[src/hw/vcpu_if_pkg.sv]
package vcpu_if_pkg;

  // --------------------------------------------------------------------
  // register encodings (crn, crm, opc2)
  // --------------------------------------------------------------------
  localparam logic [3:0] ENC_CRN         = 4'hc;
  localparam logic [3:0] ENC_CRM         = 4'hc;
  localparam logic [2:0] ENC_OPC2_ACK1   = 3'h0;
  localparam logic [2:0] ENC_OPC2_G0EN   = 3'h6;
  localparam logic [2:0] ENC_OPC2_G1EN   = 3'h7;

  // --------------------------------------------------------------------
  // exception levels
  // --------------------------------------------------------------------
  localparam logic [1:0] LEVEL_EL0       = 2'h0;
  localparam logic [1:0] LEVEL_EL1       = 2'h1;
  localparam logic [1:0] LEVEL_EL2       = 2'h2;

  // --------------------------------------------------------------------
  // field layouts and reset values
  // --------------------------------------------------------------------
  localparam int          ENABLE_BIT     = 0;
  localparam int          ID_WIDTH       = 24;
  localparam int          DATA_WIDTH     = 32;
  localparam logic        ENABLE_RESET   = 1'b0;
  localparam logic [23:0] SPURIOUS_ID    = 24'h0003ff;
  localparam logic [23:0] NARROW_ID_MASK = 24'h00ffff;

  typedef enum logic [2:0] {
    OUT_VIRTUAL, OUT_PHYSICAL, OUT_NO_ACCESS, OUT_UNDEFINED,
    OUT_TRAP_EL1, OUT_TRAP_EL2, OUT_TRAP_HYP
  } outcome_t;

  typedef enum logic [1:0] {REG_ACK1, REG_G0EN, REG_G1EN, REG_NONE} target_t;

  typedef struct packed {
    logic [3:0]  crn;
    logic [3:0]  crm;
    logic [2:0]  opc2;
    logic        write;
    logic [31:0] wdata;
    logic [1:0]  level;
    logic        non_secure;
    logic        tge;
  } sysreg_req_t;

  typedef struct packed {
    logic hyp_irq_routing_bit;
    logic hyp_fiq_routing_bit;
    logic sysreg_interface_enable;
    logic sysreg_interface_enable_el1;
    logic el2_implemented;
    logic el2_narrow;
    logic hyp_trap_c12;
    logic trap_all_group0;
    logic trap_all_group1;
    logic identifier_width_field;
    logic irqs_masked;
  } ctrl_t;

  typedef struct packed {
    logic        valid;
    logic [23:0] interrupt_identifier;
    logic        group1;
    logic        signalable;
    logic        ackable;
  } pend_t;

endpackage : vcpu_if_pkg

[src/hw/access_route.sv]
`timescale 1ns/1ns
module access_route (
  input  vcpu_if_pkg::sysreg_req_t req,
  input  vcpu_if_pkg::ctrl_t       ctrl,
  output vcpu_if_pkg::target_t     target,
  output vcpu_if_pkg::outcome_t    outcome
);

  // --------------------------------------------------------------------
  // encoding decode
  // --------------------------------------------------------------------
  always_comb begin
    target = vcpu_if_pkg::REG_NONE;
    if (req.crn == vcpu_if_pkg::ENC_CRN && req.crm == vcpu_if_pkg::ENC_CRM) begin
      if (req.opc2 == vcpu_if_pkg::ENC_OPC2_ACK1 && !req.write) begin
        target = vcpu_if_pkg::REG_ACK1;
      end else if (req.opc2 == vcpu_if_pkg::ENC_OPC2_G0EN) begin
        target = vcpu_if_pkg::REG_G0EN;
      end else if (req.opc2 == vcpu_if_pkg::ENC_OPC2_G1EN) begin
        target = vcpu_if_pkg::REG_G1EN;
      end
    end
  end

  // --------------------------------------------------------------------
  // routing and traps, highest priority first
  // --------------------------------------------------------------------
  always_comb begin
    logic group0;
    logic route;
    group0  = (target == vcpu_if_pkg::REG_G0EN);
    route   = group0 ? ctrl.hyp_fiq_routing_bit : ctrl.hyp_irq_routing_bit;
    outcome = vcpu_if_pkg::OUT_NO_ACCESS;
    if (target == vcpu_if_pkg::REG_NONE || req.level == vcpu_if_pkg::LEVEL_EL0) begin
      outcome = vcpu_if_pkg::OUT_NO_ACCESS;
    end else if (!req.non_secure) begin
      outcome = (req.level == vcpu_if_pkg::LEVEL_EL2) ? vcpu_if_pkg::OUT_NO_ACCESS
                                                      : vcpu_if_pkg::OUT_PHYSICAL;
    end else if (req.level != vcpu_if_pkg::LEVEL_EL1) begin
      outcome = vcpu_if_pkg::OUT_PHYSICAL;
    end else if (req.tge) begin
      outcome = vcpu_if_pkg::OUT_NO_ACCESS;
    end else if (!ctrl.sysreg_interface_enable) begin
      outcome = vcpu_if_pkg::OUT_UNDEFINED;
    end else if (!ctrl.sysreg_interface_enable_el1) begin
      outcome = vcpu_if_pkg::OUT_TRAP_EL1;
    end else if (ctrl.el2_implemented && ctrl.hyp_trap_c12) begin
      outcome = ctrl.el2_narrow ? vcpu_if_pkg::OUT_TRAP_HYP : vcpu_if_pkg::OUT_TRAP_EL2;
    end else if (group0 ? ctrl.trap_all_group0 : ctrl.trap_all_group1) begin
      outcome = vcpu_if_pkg::OUT_TRAP_EL2;
    end else if (route) begin
      outcome = vcpu_if_pkg::OUT_VIRTUAL;
    end else begin
      outcome = vcpu_if_pkg::OUT_PHYSICAL;
    end
  end

endmodule : access_route

[src/hw/vcpu_sysreg_access.sv]
// Summary of operation
// - acknowledge read returns highest pending signalable, ackable virtual id and acknowledges it
// - identifier sits in bits 23:0, bits 31:24 read zero
// - unobservable pending interrupt reads as special identifier 1023 only
// - identifier is 16 or 24 bits wide; narrow form zeroes bits 23:16
// - masked acknowledge reads answer only after activation reaches exception signalling
// - irq routing bit clear sends non-secure EL1 acknowledge read to physical register
// - virtual acknowledge reachable read-only only at non-secure EL1 with irq routing set
// - interface enable clear makes EL1 reads undefined; EL1 enable clear traps to EL1
// - with EL2 present, c12 trap bit traps EL1 acknowledge reads to EL2 or Hyp
// - trap-all-group-one set traps non-secure EL1 acknowledge reads to EL2
// - group-zero enable is bit 0, other bits zero, resets to 0
// - group-zero enable virtual only with fiq routing set, else physical register
// - group-zero enable: undefined if interface disabled, EL2 trap on trap-all, EL2 or Hyp trap on c12
// - group-one enable is bit 0, other bits zero, resets to 0
// - group-one enable bit drives the group-one enabled output
`timescale 1ns/1ns
module vcpu_sysreg_access (
  input  wire logic                    clock,
  input  wire logic                    rst_n,
  input  wire logic                    req_valid,
  input  vcpu_if_pkg::sysreg_req_t     req,
  input  vcpu_if_pkg::ctrl_t           ctrl,
  input  vcpu_if_pkg::pend_t           pend,
  input  wire logic                    activation_seen,
  output logic                         req_ready,
  output logic                         resp_valid,
  output logic [31:0]                  resp_data,
  output vcpu_if_pkg::outcome_t        resp_outcome,
  output logic                         ack_valid,
  output logic [23:0]                  ack_id,
  output logic                         group0_enabled,
  output logic                         group1_enabled
);

  typedef enum logic {IDLE, SYNC} state_t;

  state_t                state;
  state_t                next_state;
  vcpu_if_pkg::target_t  target;
  vcpu_if_pkg::outcome_t outcome;
  logic                  group0_enable;
  logic                  group1_enable;
  logic                  accept;
  logic                  virt_access;
  logic                  take_ack;
  logic [23:0]           next_id;
  logic [31:0]           next_data;

  // --------------------------------------------------------------------
  // identifier selection
  // --------------------------------------------------------------------
  function automatic logic [23:0] ack_value(input vcpu_if_pkg::pend_t p, input logic g1_en,
                                            input logic wide);
    logic [23:0] id;
    id = vcpu_if_pkg::SPURIOUS_ID;
    if (p.valid && p.group1 && p.signalable && p.ackable && g1_en) begin
      id = p.interrupt_identifier;
    end
    if (!wide) begin
      id = id & vcpu_if_pkg::NARROW_ID_MASK;
    end
    return id;
  endfunction : ack_value

  function automatic logic [31:0] enable_word(input logic en);
    logic [31:0] w;
    w = '0;
    w[vcpu_if_pkg::ENABLE_BIT] = en;
    return w;
  endfunction : enable_word

  // --------------------------------------------------------------------
  // access decode
  // --------------------------------------------------------------------
  access_route u_route (
    .req     (req),
    .ctrl    (ctrl),
    .target  (target),
    .outcome (outcome)
  );

  assign accept      = req_valid && req_ready;
  assign virt_access = accept && outcome == vcpu_if_pkg::OUT_VIRTUAL;
  assign next_id     = ack_value(pend, group1_enable, ctrl.identifier_width_field);
  assign take_ack    = virt_access && target == vcpu_if_pkg::REG_ACK1 &&
                       next_id != vcpu_if_pkg::SPURIOUS_ID;

  always_comb begin
    next_data = '0;
    if (outcome == vcpu_if_pkg::OUT_VIRTUAL && !req.write) begin
      unique case (target)
        vcpu_if_pkg::REG_ACK1: next_data = {8'h00, next_id};
        vcpu_if_pkg::REG_G0EN: next_data = enable_word(group0_enable);
        vcpu_if_pkg::REG_G1EN: next_data = enable_word(group1_enable);
        default:               next_data = '0;
      endcase
    end
  end

  // --------------------------------------------------------------------
  // self-synchronising acknowledge
  // --------------------------------------------------------------------
  always_comb begin
    next_state = state;
    unique case (state)
      IDLE: begin
        if (take_ack && ctrl.irqs_masked) begin
          next_state = SYNC;
        end
      end
      SYNC: begin
        if (activation_seen) begin
          next_state = IDLE;
        end
      end
    endcase
  end

  always_ff @(posedge clock) begin
    if (!rst_n) begin
      state     <= IDLE;
      req_ready <= 1'b0;
    end else begin
      state     <= next_state;
      req_ready <= (next_state == IDLE);
    end
  end

  // --------------------------------------------------------------------
  // response
  // --------------------------------------------------------------------
  always_ff @(posedge clock) begin
    if (!rst_n) begin
      resp_valid   <= 1'b0;
      resp_data    <= '0;
      resp_outcome <= vcpu_if_pkg::OUT_NO_ACCESS;
    end else begin
      resp_valid <= 1'b0;
      if (accept) begin
        resp_data    <= next_data;
        resp_outcome <= outcome;
        resp_valid   <= !(take_ack && ctrl.irqs_masked);
      end else if (state == SYNC && activation_seen) begin
        resp_valid <= 1'b1;
      end
    end
  end

  // --------------------------------------------------------------------
  // acknowledge pulse
  // --------------------------------------------------------------------
  always_ff @(posedge clock) begin
    if (!rst_n) begin
      ack_valid <= 1'b0;
      ack_id    <= '0;
    end else begin
      ack_valid <= take_ack;
      if (take_ack) begin
        ack_id <= next_id;
      end
    end
  end

  // --------------------------------------------------------------------
  // enable registers
  // --------------------------------------------------------------------
  always_ff @(posedge clock) begin
    if (!rst_n) begin
      group0_enable <= vcpu_if_pkg::ENABLE_RESET;
    end else if (virt_access && req.write && target == vcpu_if_pkg::REG_G0EN) begin
      group0_enable <= req.wdata[vcpu_if_pkg::ENABLE_BIT];
    end
  end

  always_ff @(posedge clock) begin
    if (!rst_n) begin
      group1_enable <= vcpu_if_pkg::ENABLE_RESET;
    end else if (virt_access && req.write && target == vcpu_if_pkg::REG_G1EN) begin
      group1_enable <= req.wdata[vcpu_if_pkg::ENABLE_BIT];
    end
  end

  always_ff @(posedge clock) begin
    if (!rst_n) begin
      group0_enabled <= vcpu_if_pkg::ENABLE_RESET;
      group1_enabled <= vcpu_if_pkg::ENABLE_RESET;
    end else begin
      group0_enabled <= group0_enable;
      group1_enabled <= group1_enable;
    end
  end
endmodule : vcpu_sysreg_access

[config.mk]
export PLATFORM = sky130hd
export DESIGN_NAME = vcpu_sysreg_access
export DESIGN_NICKNAME = d
export VERILOG_FILES = /design/src/hw/vcpu_if_pkg.sv /design/src/hw/access_route.sv /design/src/hw/vcpu_sysreg_access.sv
export SDC_FILE = /design/constraint.sdc
export NUM_CORES = 1
export LEC_CHECK = 0
export ABC_AREA = 0
export BUFFER_PORTS_ARGS = -buffer_cell sky130_fd_sc_hd__buf_2
export CORE_MARGIN = 2
export CORE_UTILIZATION = 44
export CTS_BUF_LIST = sky130_fd_sc_hd__clkbuf_16
export DETAILED_ROUTE_END_ITERATION = 16
export GPL_ROUTABILITY_DRIVEN = 0
export PLACE_DENSITY = 0.81
export SLEW_MARGIN = 0
export SYNTH_ARGS = -nofsm -noshare
export SYNTH_HDL_FRONTEND = slang
export SYNTH_SLANG_ARGS = --single-unit
[constraint.sdc]
create_clock -name clock -period 2.64 [get_ports clock]
set_clock_uncertainty 0.05 [all_clocks]
set_input_delay 0.264 -clock clock [delete_from_list [all_inputs] [get_ports clock]]
set_output_delay 0.264 -clock clock [all_outputs]
set_load 0.01 [all_outputs]
==> impl_metrics.csv, run 1 <==
group,metric,value,unit
power_and_ir_drop,p_leak,1.78,nW
sta,setup_violations,0,
sta,max_freq,432,MHz
sta,slew_headroom,0.581,
worst_setup_path,cp_max_fo,9,
synthesis,synthArstFlopShare,0,
drt,drtIter0Drc,276,
power_and_ir_drop,power,2.38,mW
drt,vias,2790,
clocking,holdBufCountCts,0,
global_route,first_global_vias,2537,
synthesis,synth-edff-count,0,
drt,wl_per_cell,15.3,um
die,initial_core_util,0.457,
clocking,postCtsSetupRepairBufs,0,
worst_setup_path,cp-end-kind,"register",
power_and_ir_drop,peakVddDrop,425,uV
layout,utilization,0.630,
worst_setup_path,cp_data_required_time,2810,ps
die,die_x,82.6,um
status,outcome,"completed",
worst_setup_path,critPathKind,"input port to register",
placed_design,post_dp_cell_area,0.00341,mm2
synthesis,synthesis.area,0.00272,mm2
worst_setup_path,cp_slowest_cell,"or4bb_1",
synthesis,ys_ff_latch,59,
worst_setup_path,rr_startpoint,"group1_enable",
sta,slew_viol_final,0,
synthesis,postSynthCellCount,312,
clocking,cts.sinks,59,
min_path,worst_hold_path_type,"input port to register",
global_route,grt_max_degree,38,
sta,rsz0062_at_grt,"false",
clocking,clk_latency,320,ps
clocking,numCtsBuffers,9,
drt,antenna_left,0,
power_and_ir_drop,cellPowerDensity,634,mW/mm2
clocking,cts_tree,"done",
worst_setup_path,slowest_delay,640,ps
layout,fin_area,0.00375,mm2
global_route,grt_pass1_wl,11.8,mm
die,die_area,0.00683,mm2
global_route,antenna_found_initial,0,
drt,drt_wl_total,7.87,mm
synthesis,synth.distinct_cells,53,
drt,via_per_inst,5.44,
worst_setup_path,crit_path_start,"req[45]",
sta,min_period_over_period,0.877,
worst_setup_path,crit_chain,"buf_2, or4bb_1, o41ai_2, a32oi_1, or2_0, a32o_1",
sta,worst_pin_slew,629,ps
synthesis,ys.flop_type,"dfxtp_1",
die,core_area,0.00596,mm2
die,num_rows,28,
die,die_h,82.6,um
synthesis,synth-warning-count,0,
clocking,clockBufferDepth,2,
global_route,grt_use_total,0.231,
worst_setup_path,critPathLaunchType,"input port",
sta,final.setup.tns,0,ps
clocking,clk_pin_slew,60,ps
layout,drive_gt1_frac,0.347,
clocking,htreeDepth,3,
drt,drtPass1Iterations,5,
synthesis,ys_seq_area_frac,0.434,
sta,min_period,2310,ps
min_path,min_from,"pend[19]",
worst_setup_path,critPathArrivalTime,2480,ps
layout,syn_to_final_growth,38.0,%
placed_design,dp_hpwl,5.77,mm
sta,hold_viol,0,
die,num_io_pins,155,
layout,n_antenna_cell,0,
clocking,cts_root_buf,"clkbuf_16",
flow_run,cap_violations,0,
synthesis,syn_area_per_cell,8.72,um2
placed_design,port_buffers,115,
drt,drc,0,
layout,fin_nets,524,
global_route,grt-ovfl-total,0,
clocking,cts_resized,0,
-- flip-flops by register name, summed over array words and instances, names as in the netlist --
name,flops
resp_outcome,3
ack_id,24
state,1
resp_valid,1
group0_enable,1
group1_enable,1
group0_enabled,1
ack_valid,1
req_ready,1
group1_enabled,1
resp_data,24
-- cells in the mapped netlist (all sizes together), types with 5 or more instances --
| cell | n | area (um2) |
|---|---|---|
| nor2 | 7 | 26.3 |
| a21oi | 7 | 35.0 |
| o21ai | 27 | 135 |
| nor3 | 13 | 65.1 |
| mux2i | 26 | 260 |
| buf | 13 | 98.8 |
| a32o | 9 | 90.1 |
| dfxtp | 59 | 1180 |
| clkbuf | 12 | 45.0 |
| inv | 6 | 22.5 |
| nand2 | 79 | 297 |
| nand4 | 5 | 31.3 |
-- layout make-up --
| cell class | count | area (um2) |
|---|---|---|
| fillers | 511 | 2200 |
| multi-input cells | 228 | 1410 |
| flip-flops and latches | 59 | 1180 |
| repair buffers | 128 | 698 |
| clock buffers | 9 | 225 |
| clock inverters | 7 | 116 |
| well taps | 75 | 93.8 |
| inverters | 7 | 26.3 |
-- logic make-up after synthesis --
kind of cell,after synthesis,synth area share
AO/OA/AOI/OAI,62,0.164
buffers and inverters,32,0.0625
flip-flops,59,0.434
multiplexers,27,0.0998
other,1,0.00138
AND/OR/NAND/NOR,131,0.238
-- cells in the final DEF, fill, tap and decap left out, types with 2 or more instances in the layout --
master	count
nand4b_1	2
and2_1	2
buf_12	2
buf_4	11
o21ai_0	12
nor4bb_1	2
inv_1	6
conb_1	8
nand3_1	2
a211oi_1	2
or3_1	2
nand4_1	5
bufinv_16	3
nor2_1	7
nor3_1	13
a21oi_1	7
buf_2	115
o2111ai_1	2
a32o_1	9
nand2_1	79
mux2i_1	26
nor4_1	2
clkbuf_16	9
o21ai_1	15
or4_1	2
or4bb_1	2
and4_1	2
dfxtp_1	59
clkinv_2	2
-- critical path, delay by kind of cell --
family,cells,cell delay (ps)
buffers and inverters,1,100
AO/OA/AOI/OAI,3,960
AND/OR/NAND/NOR,2,1150
-- power breakdown --
part           internal, mW  total [mW]  switching, mW
registers             0.893       0.893       0.000529
logic                0.0593       0.151         0.0918
clock network         0.919        1.34          0.418
total                  1.87        2.38          0.510
-- path summary, 6_finish.rpt --
| check | endpoint | slack, ps | cells past startpoint |
|---|---|---|---|
| min reg2reg | resp_data[23] | 400 | 2 |
| max reg2reg | req_ready | 580 | 5 |
| min | resp_data[16] | 130 | 3 |
| max | resp_data[6] | 330 | 6 |
-- through the flow --
step	cells	hold WS, ps	setup WS, ps
after floorplan	319	347	322
after global placement	497	379	130
after detailed placement	497	386	43.7
after CTS	513	129	347
after global routing	513	136	235
final	513	132	326
-- routing by layer --
metal,GRT usage,vias to the layer above,part of all wire
li1,-,1354,-
met3,0.0870,13,0.083
met1,0.279,1298,0.42
met5,0,-,0
met4,0.0869,0,0.014
met2,0.375,125,0.48
No activity file was read; power rests on OpenSTA's default activity.
==> run 2: changes to the inputs <==
- CORE_UTILIZATION: 44 -> 43
- SYNTH_HIERARCHICAL: unset -> 1
==> impl_metrics.csv, run 2 <==
group,metric,value,unit
die,core_area,0.00585,mm2
worst_setup_path,rrSetupSlack,760,ps
worst_setup_path,cp_data_required_time,2850,ps
sta,hold_viol,0,
placed_design,dp.cells,469,
sta,max_freq,366,MHz
clocking,cts.sinks,59,
synthesis,synth_common_cells,"dfxtp_1, nand2_1, a21oi_1",
die,die_area,0.00660,mm2
sta,rsz0062_at_grt,"true",
worst_setup_path,cp-end-kind,"register",
synthesis,postSynthCellCount,268,
drt,via_per_inst,5.42,
worst_setup_path,rr_endpoint,"ack_id[12]",
layout,fin_nets,501,
clocking,htreeDepth,3,
power_and_ir_drop,p_leak,1.67,nW
drt,drtIter0Drc,124,
layout,fin_cells,490,
clocking,clk_pin_slew,50,ps
status,outcome,"complete, but fails checks",
worst_setup_path,critPathLaunchType,"input port",
sta,min_period,2730,ps
sta,slew_headroom,0.557,
power_and_ir_drop,peakVddDrop,451,uV
synthesis,ys_seq_area_frac,0.460,
global_route,grt_pass1_wl,11.5,mm
clocking,cts_root_buf,"clkbuf_16",
die,num_rows,28,
worst_setup_path,cp_max_fo,7,
worst_setup_path,reg2reg_depth,6,
synthesis,ys.flop_type,"dfxtp_1",
die,initial_core_util,0.439,
drt,antenna_left,0,
synthesis,netlist.area_leader.share,0.460,
sta,worst_pin_slew,663,ps
layout,mostFrequentLayoutCell,"buf_2",
placed_design,pre_cts_ws,-354,ps
synthesis,synthArstFlopShare,0,
power_and_ir_drop,cellPowerDensity,596,mW/mm2
layout,top_regs,"ack_id: 24 flops, resp_data: 24 flops, resp_outcome: 3 flops",
clocking,clockBufferDepth,2,
flow_run,cap_violations,0,
status,failed_checks,"negative setup slack",
drt,drtPass1Iterations,4,
worst_setup_path,critPathKind,"input port to register",
min_path,whs_endpoint,"resp_valid",
synthesis,syn_area_per_cell,9.58,um2
die,die_x,81.3,um
clocking,numCtsBuffers,9,
global_route,grt_use_total,0.229,
layout,drive_gt1_frac,0.477,
layout,final_cell_mix,"buf_2, dfxtp_1, nand2_1",
sta,slew_viol_final,0,
synthesis,synth-edff-count,0,
synthesis,synth.distinct_cells,51,
placed_design,dp_hpwl,5.38,mm
sta,setup_violations,31,
global_route,antenna_found_initial,0,
layout,syn_to_final_growth,50.7,%
min_path,hold_depth,2,
synthesis,yosysTopAreaCell,"dfxtp_1",
sta,min_period_over_period,1.04,
global_route,grt_max_degree,34,
die,num_io_pins,155,
min_path,min_from,"ctrl[0]",
worst_setup_path,rr_startpoint,"req_ready",
drt,drt_wl_total,7.81,mm
worst_setup_path,critPathArrivalTime,2940,ps
synthesis,yosysMostFrequentCell,"dfxtp_1",
drt,wl_per_cell,15.9,um
clocking,cts_tree,"done",
global_route,grt-ovfl-total,0,
clocking,holdBufCountCts,0,
placed_design,port_buffers,115,
synthesis,synthesis.area,0.00257,mm2
synthesis,synth_area_leaders,"dfxtp_1, nand2_1, o221a_2",
clocking,clk_latency,330,ps
die,die_h,81.3,um
synthesis,synth-warning-count,6,
layout,n_antenna_cell,0,
drt,vias,2656,
power_and_ir_drop,power,2.31,mW
global_route,first_global_vias,2439,
drt,drc,0,
sta,setup_ws,-94.8,ps
min_path,worst_hold_path_type,"input port to register",
synthesis,ys_ff_latch,59,
-- run 2: changes by cell type in the layout (fill, tap and decap cells not counted), sizes merged, moves of 5 or more --
cell | previous run | this run
nand4b | 2 | 7
mux2i | 26 | 9
a21oi | 7 | 21
a22o | 0 | 8
o2bb2ai | 0 | 8
buf | 128 | 142
nand2 | 79 | 50
o21ai | 27 | 12
nor3 | 13 | 3
o221a | 0 | 10
a32o | 9 | 1
-- run 2: cell type report --
| type | instances | area (um2) |
|---|---|---|
| well taps | 75 | 93.8 |
| clock buffers | 9 | 225 |
| clock inverters | 7 | 100 |
| inverters | 3 | 11.3 |
| repair buffers | 143 | 837 |
| fillers | 489 | 1980 |
| flip-flops and latches | 59 | 1180 |
| multi-input cells | 194 | 1420 |
-- run 2: routing by layer --
layer  vias up  share of wire  global-route usage
met1      1248           0.42               0.283
met2       110           0.49               0.387
li1       1279              -                   -
met3        19          0.066              0.0489
met5         -              0                   0
met4         0          0.023              0.0898
-- run 2: cells by family after synthesis --
kind of cell    count (synthesis)  synth area share
simple gates                  103             0.231
compound gates                 74             0.225
flops                          59             0.460
buf+inv                        22            0.0473
mux                             9            0.0351
other cells                     1           0.00146
-- run 2: power by group --
group	internal, mW	switching (mW)
logic	0.0573	0.0877
registers	0.893	0.00179
clock network	0.830	0.439
total	1.78	0.528
-- run 2: how the worst max path moves through the flow --
stage	startpoint	endpoint	slack [ps]	cells past startpoint
after floorplan	req[45]	ack_id[16]	-330	9
after global placement	req[45]	ack_id[9]	-310	10
after detailed placement	req[45]	ack_id[10]	-350	9
after CTS	req[45]	ack_id[10]	3	9
after global routing	req[45]	ack_id[10]	-180	11
final	req[45]	ack_id[12]	-90	10
-- run 2: worst max-delay path, cell delays in order --
cell and delay, ps:
buf_6 90, or4_4 570, nor4_4 310, mux2i_1 260, a31oi_2 130, or4_4 570
a311oi_4 230, buf_4 190, clkbuf_16 160, mux2i_1 170
-- run 2: what timing repair did --
item,4_1_cts,5_1_grt
endpoints found under the hold margin,0,0
gates resized for setup,4,18
pin swaps,0,9
setup buffers,0,3
endpoints found under the setup margin,24,36
cloned,0,2
-- run 2: through the flow --
stage	hold WS (ps)	TNS, ps	utilization	instance area, um2
after floorplan	308	-10010	-	2610
after global placement	385	-10950	0.573	3350
after detailed placement	394	-12440	0.573	3350
after global routing	107	-3950	0.661	3870
after CTS	100	0	0.631	3690
final	107	-1470	0.661	3870
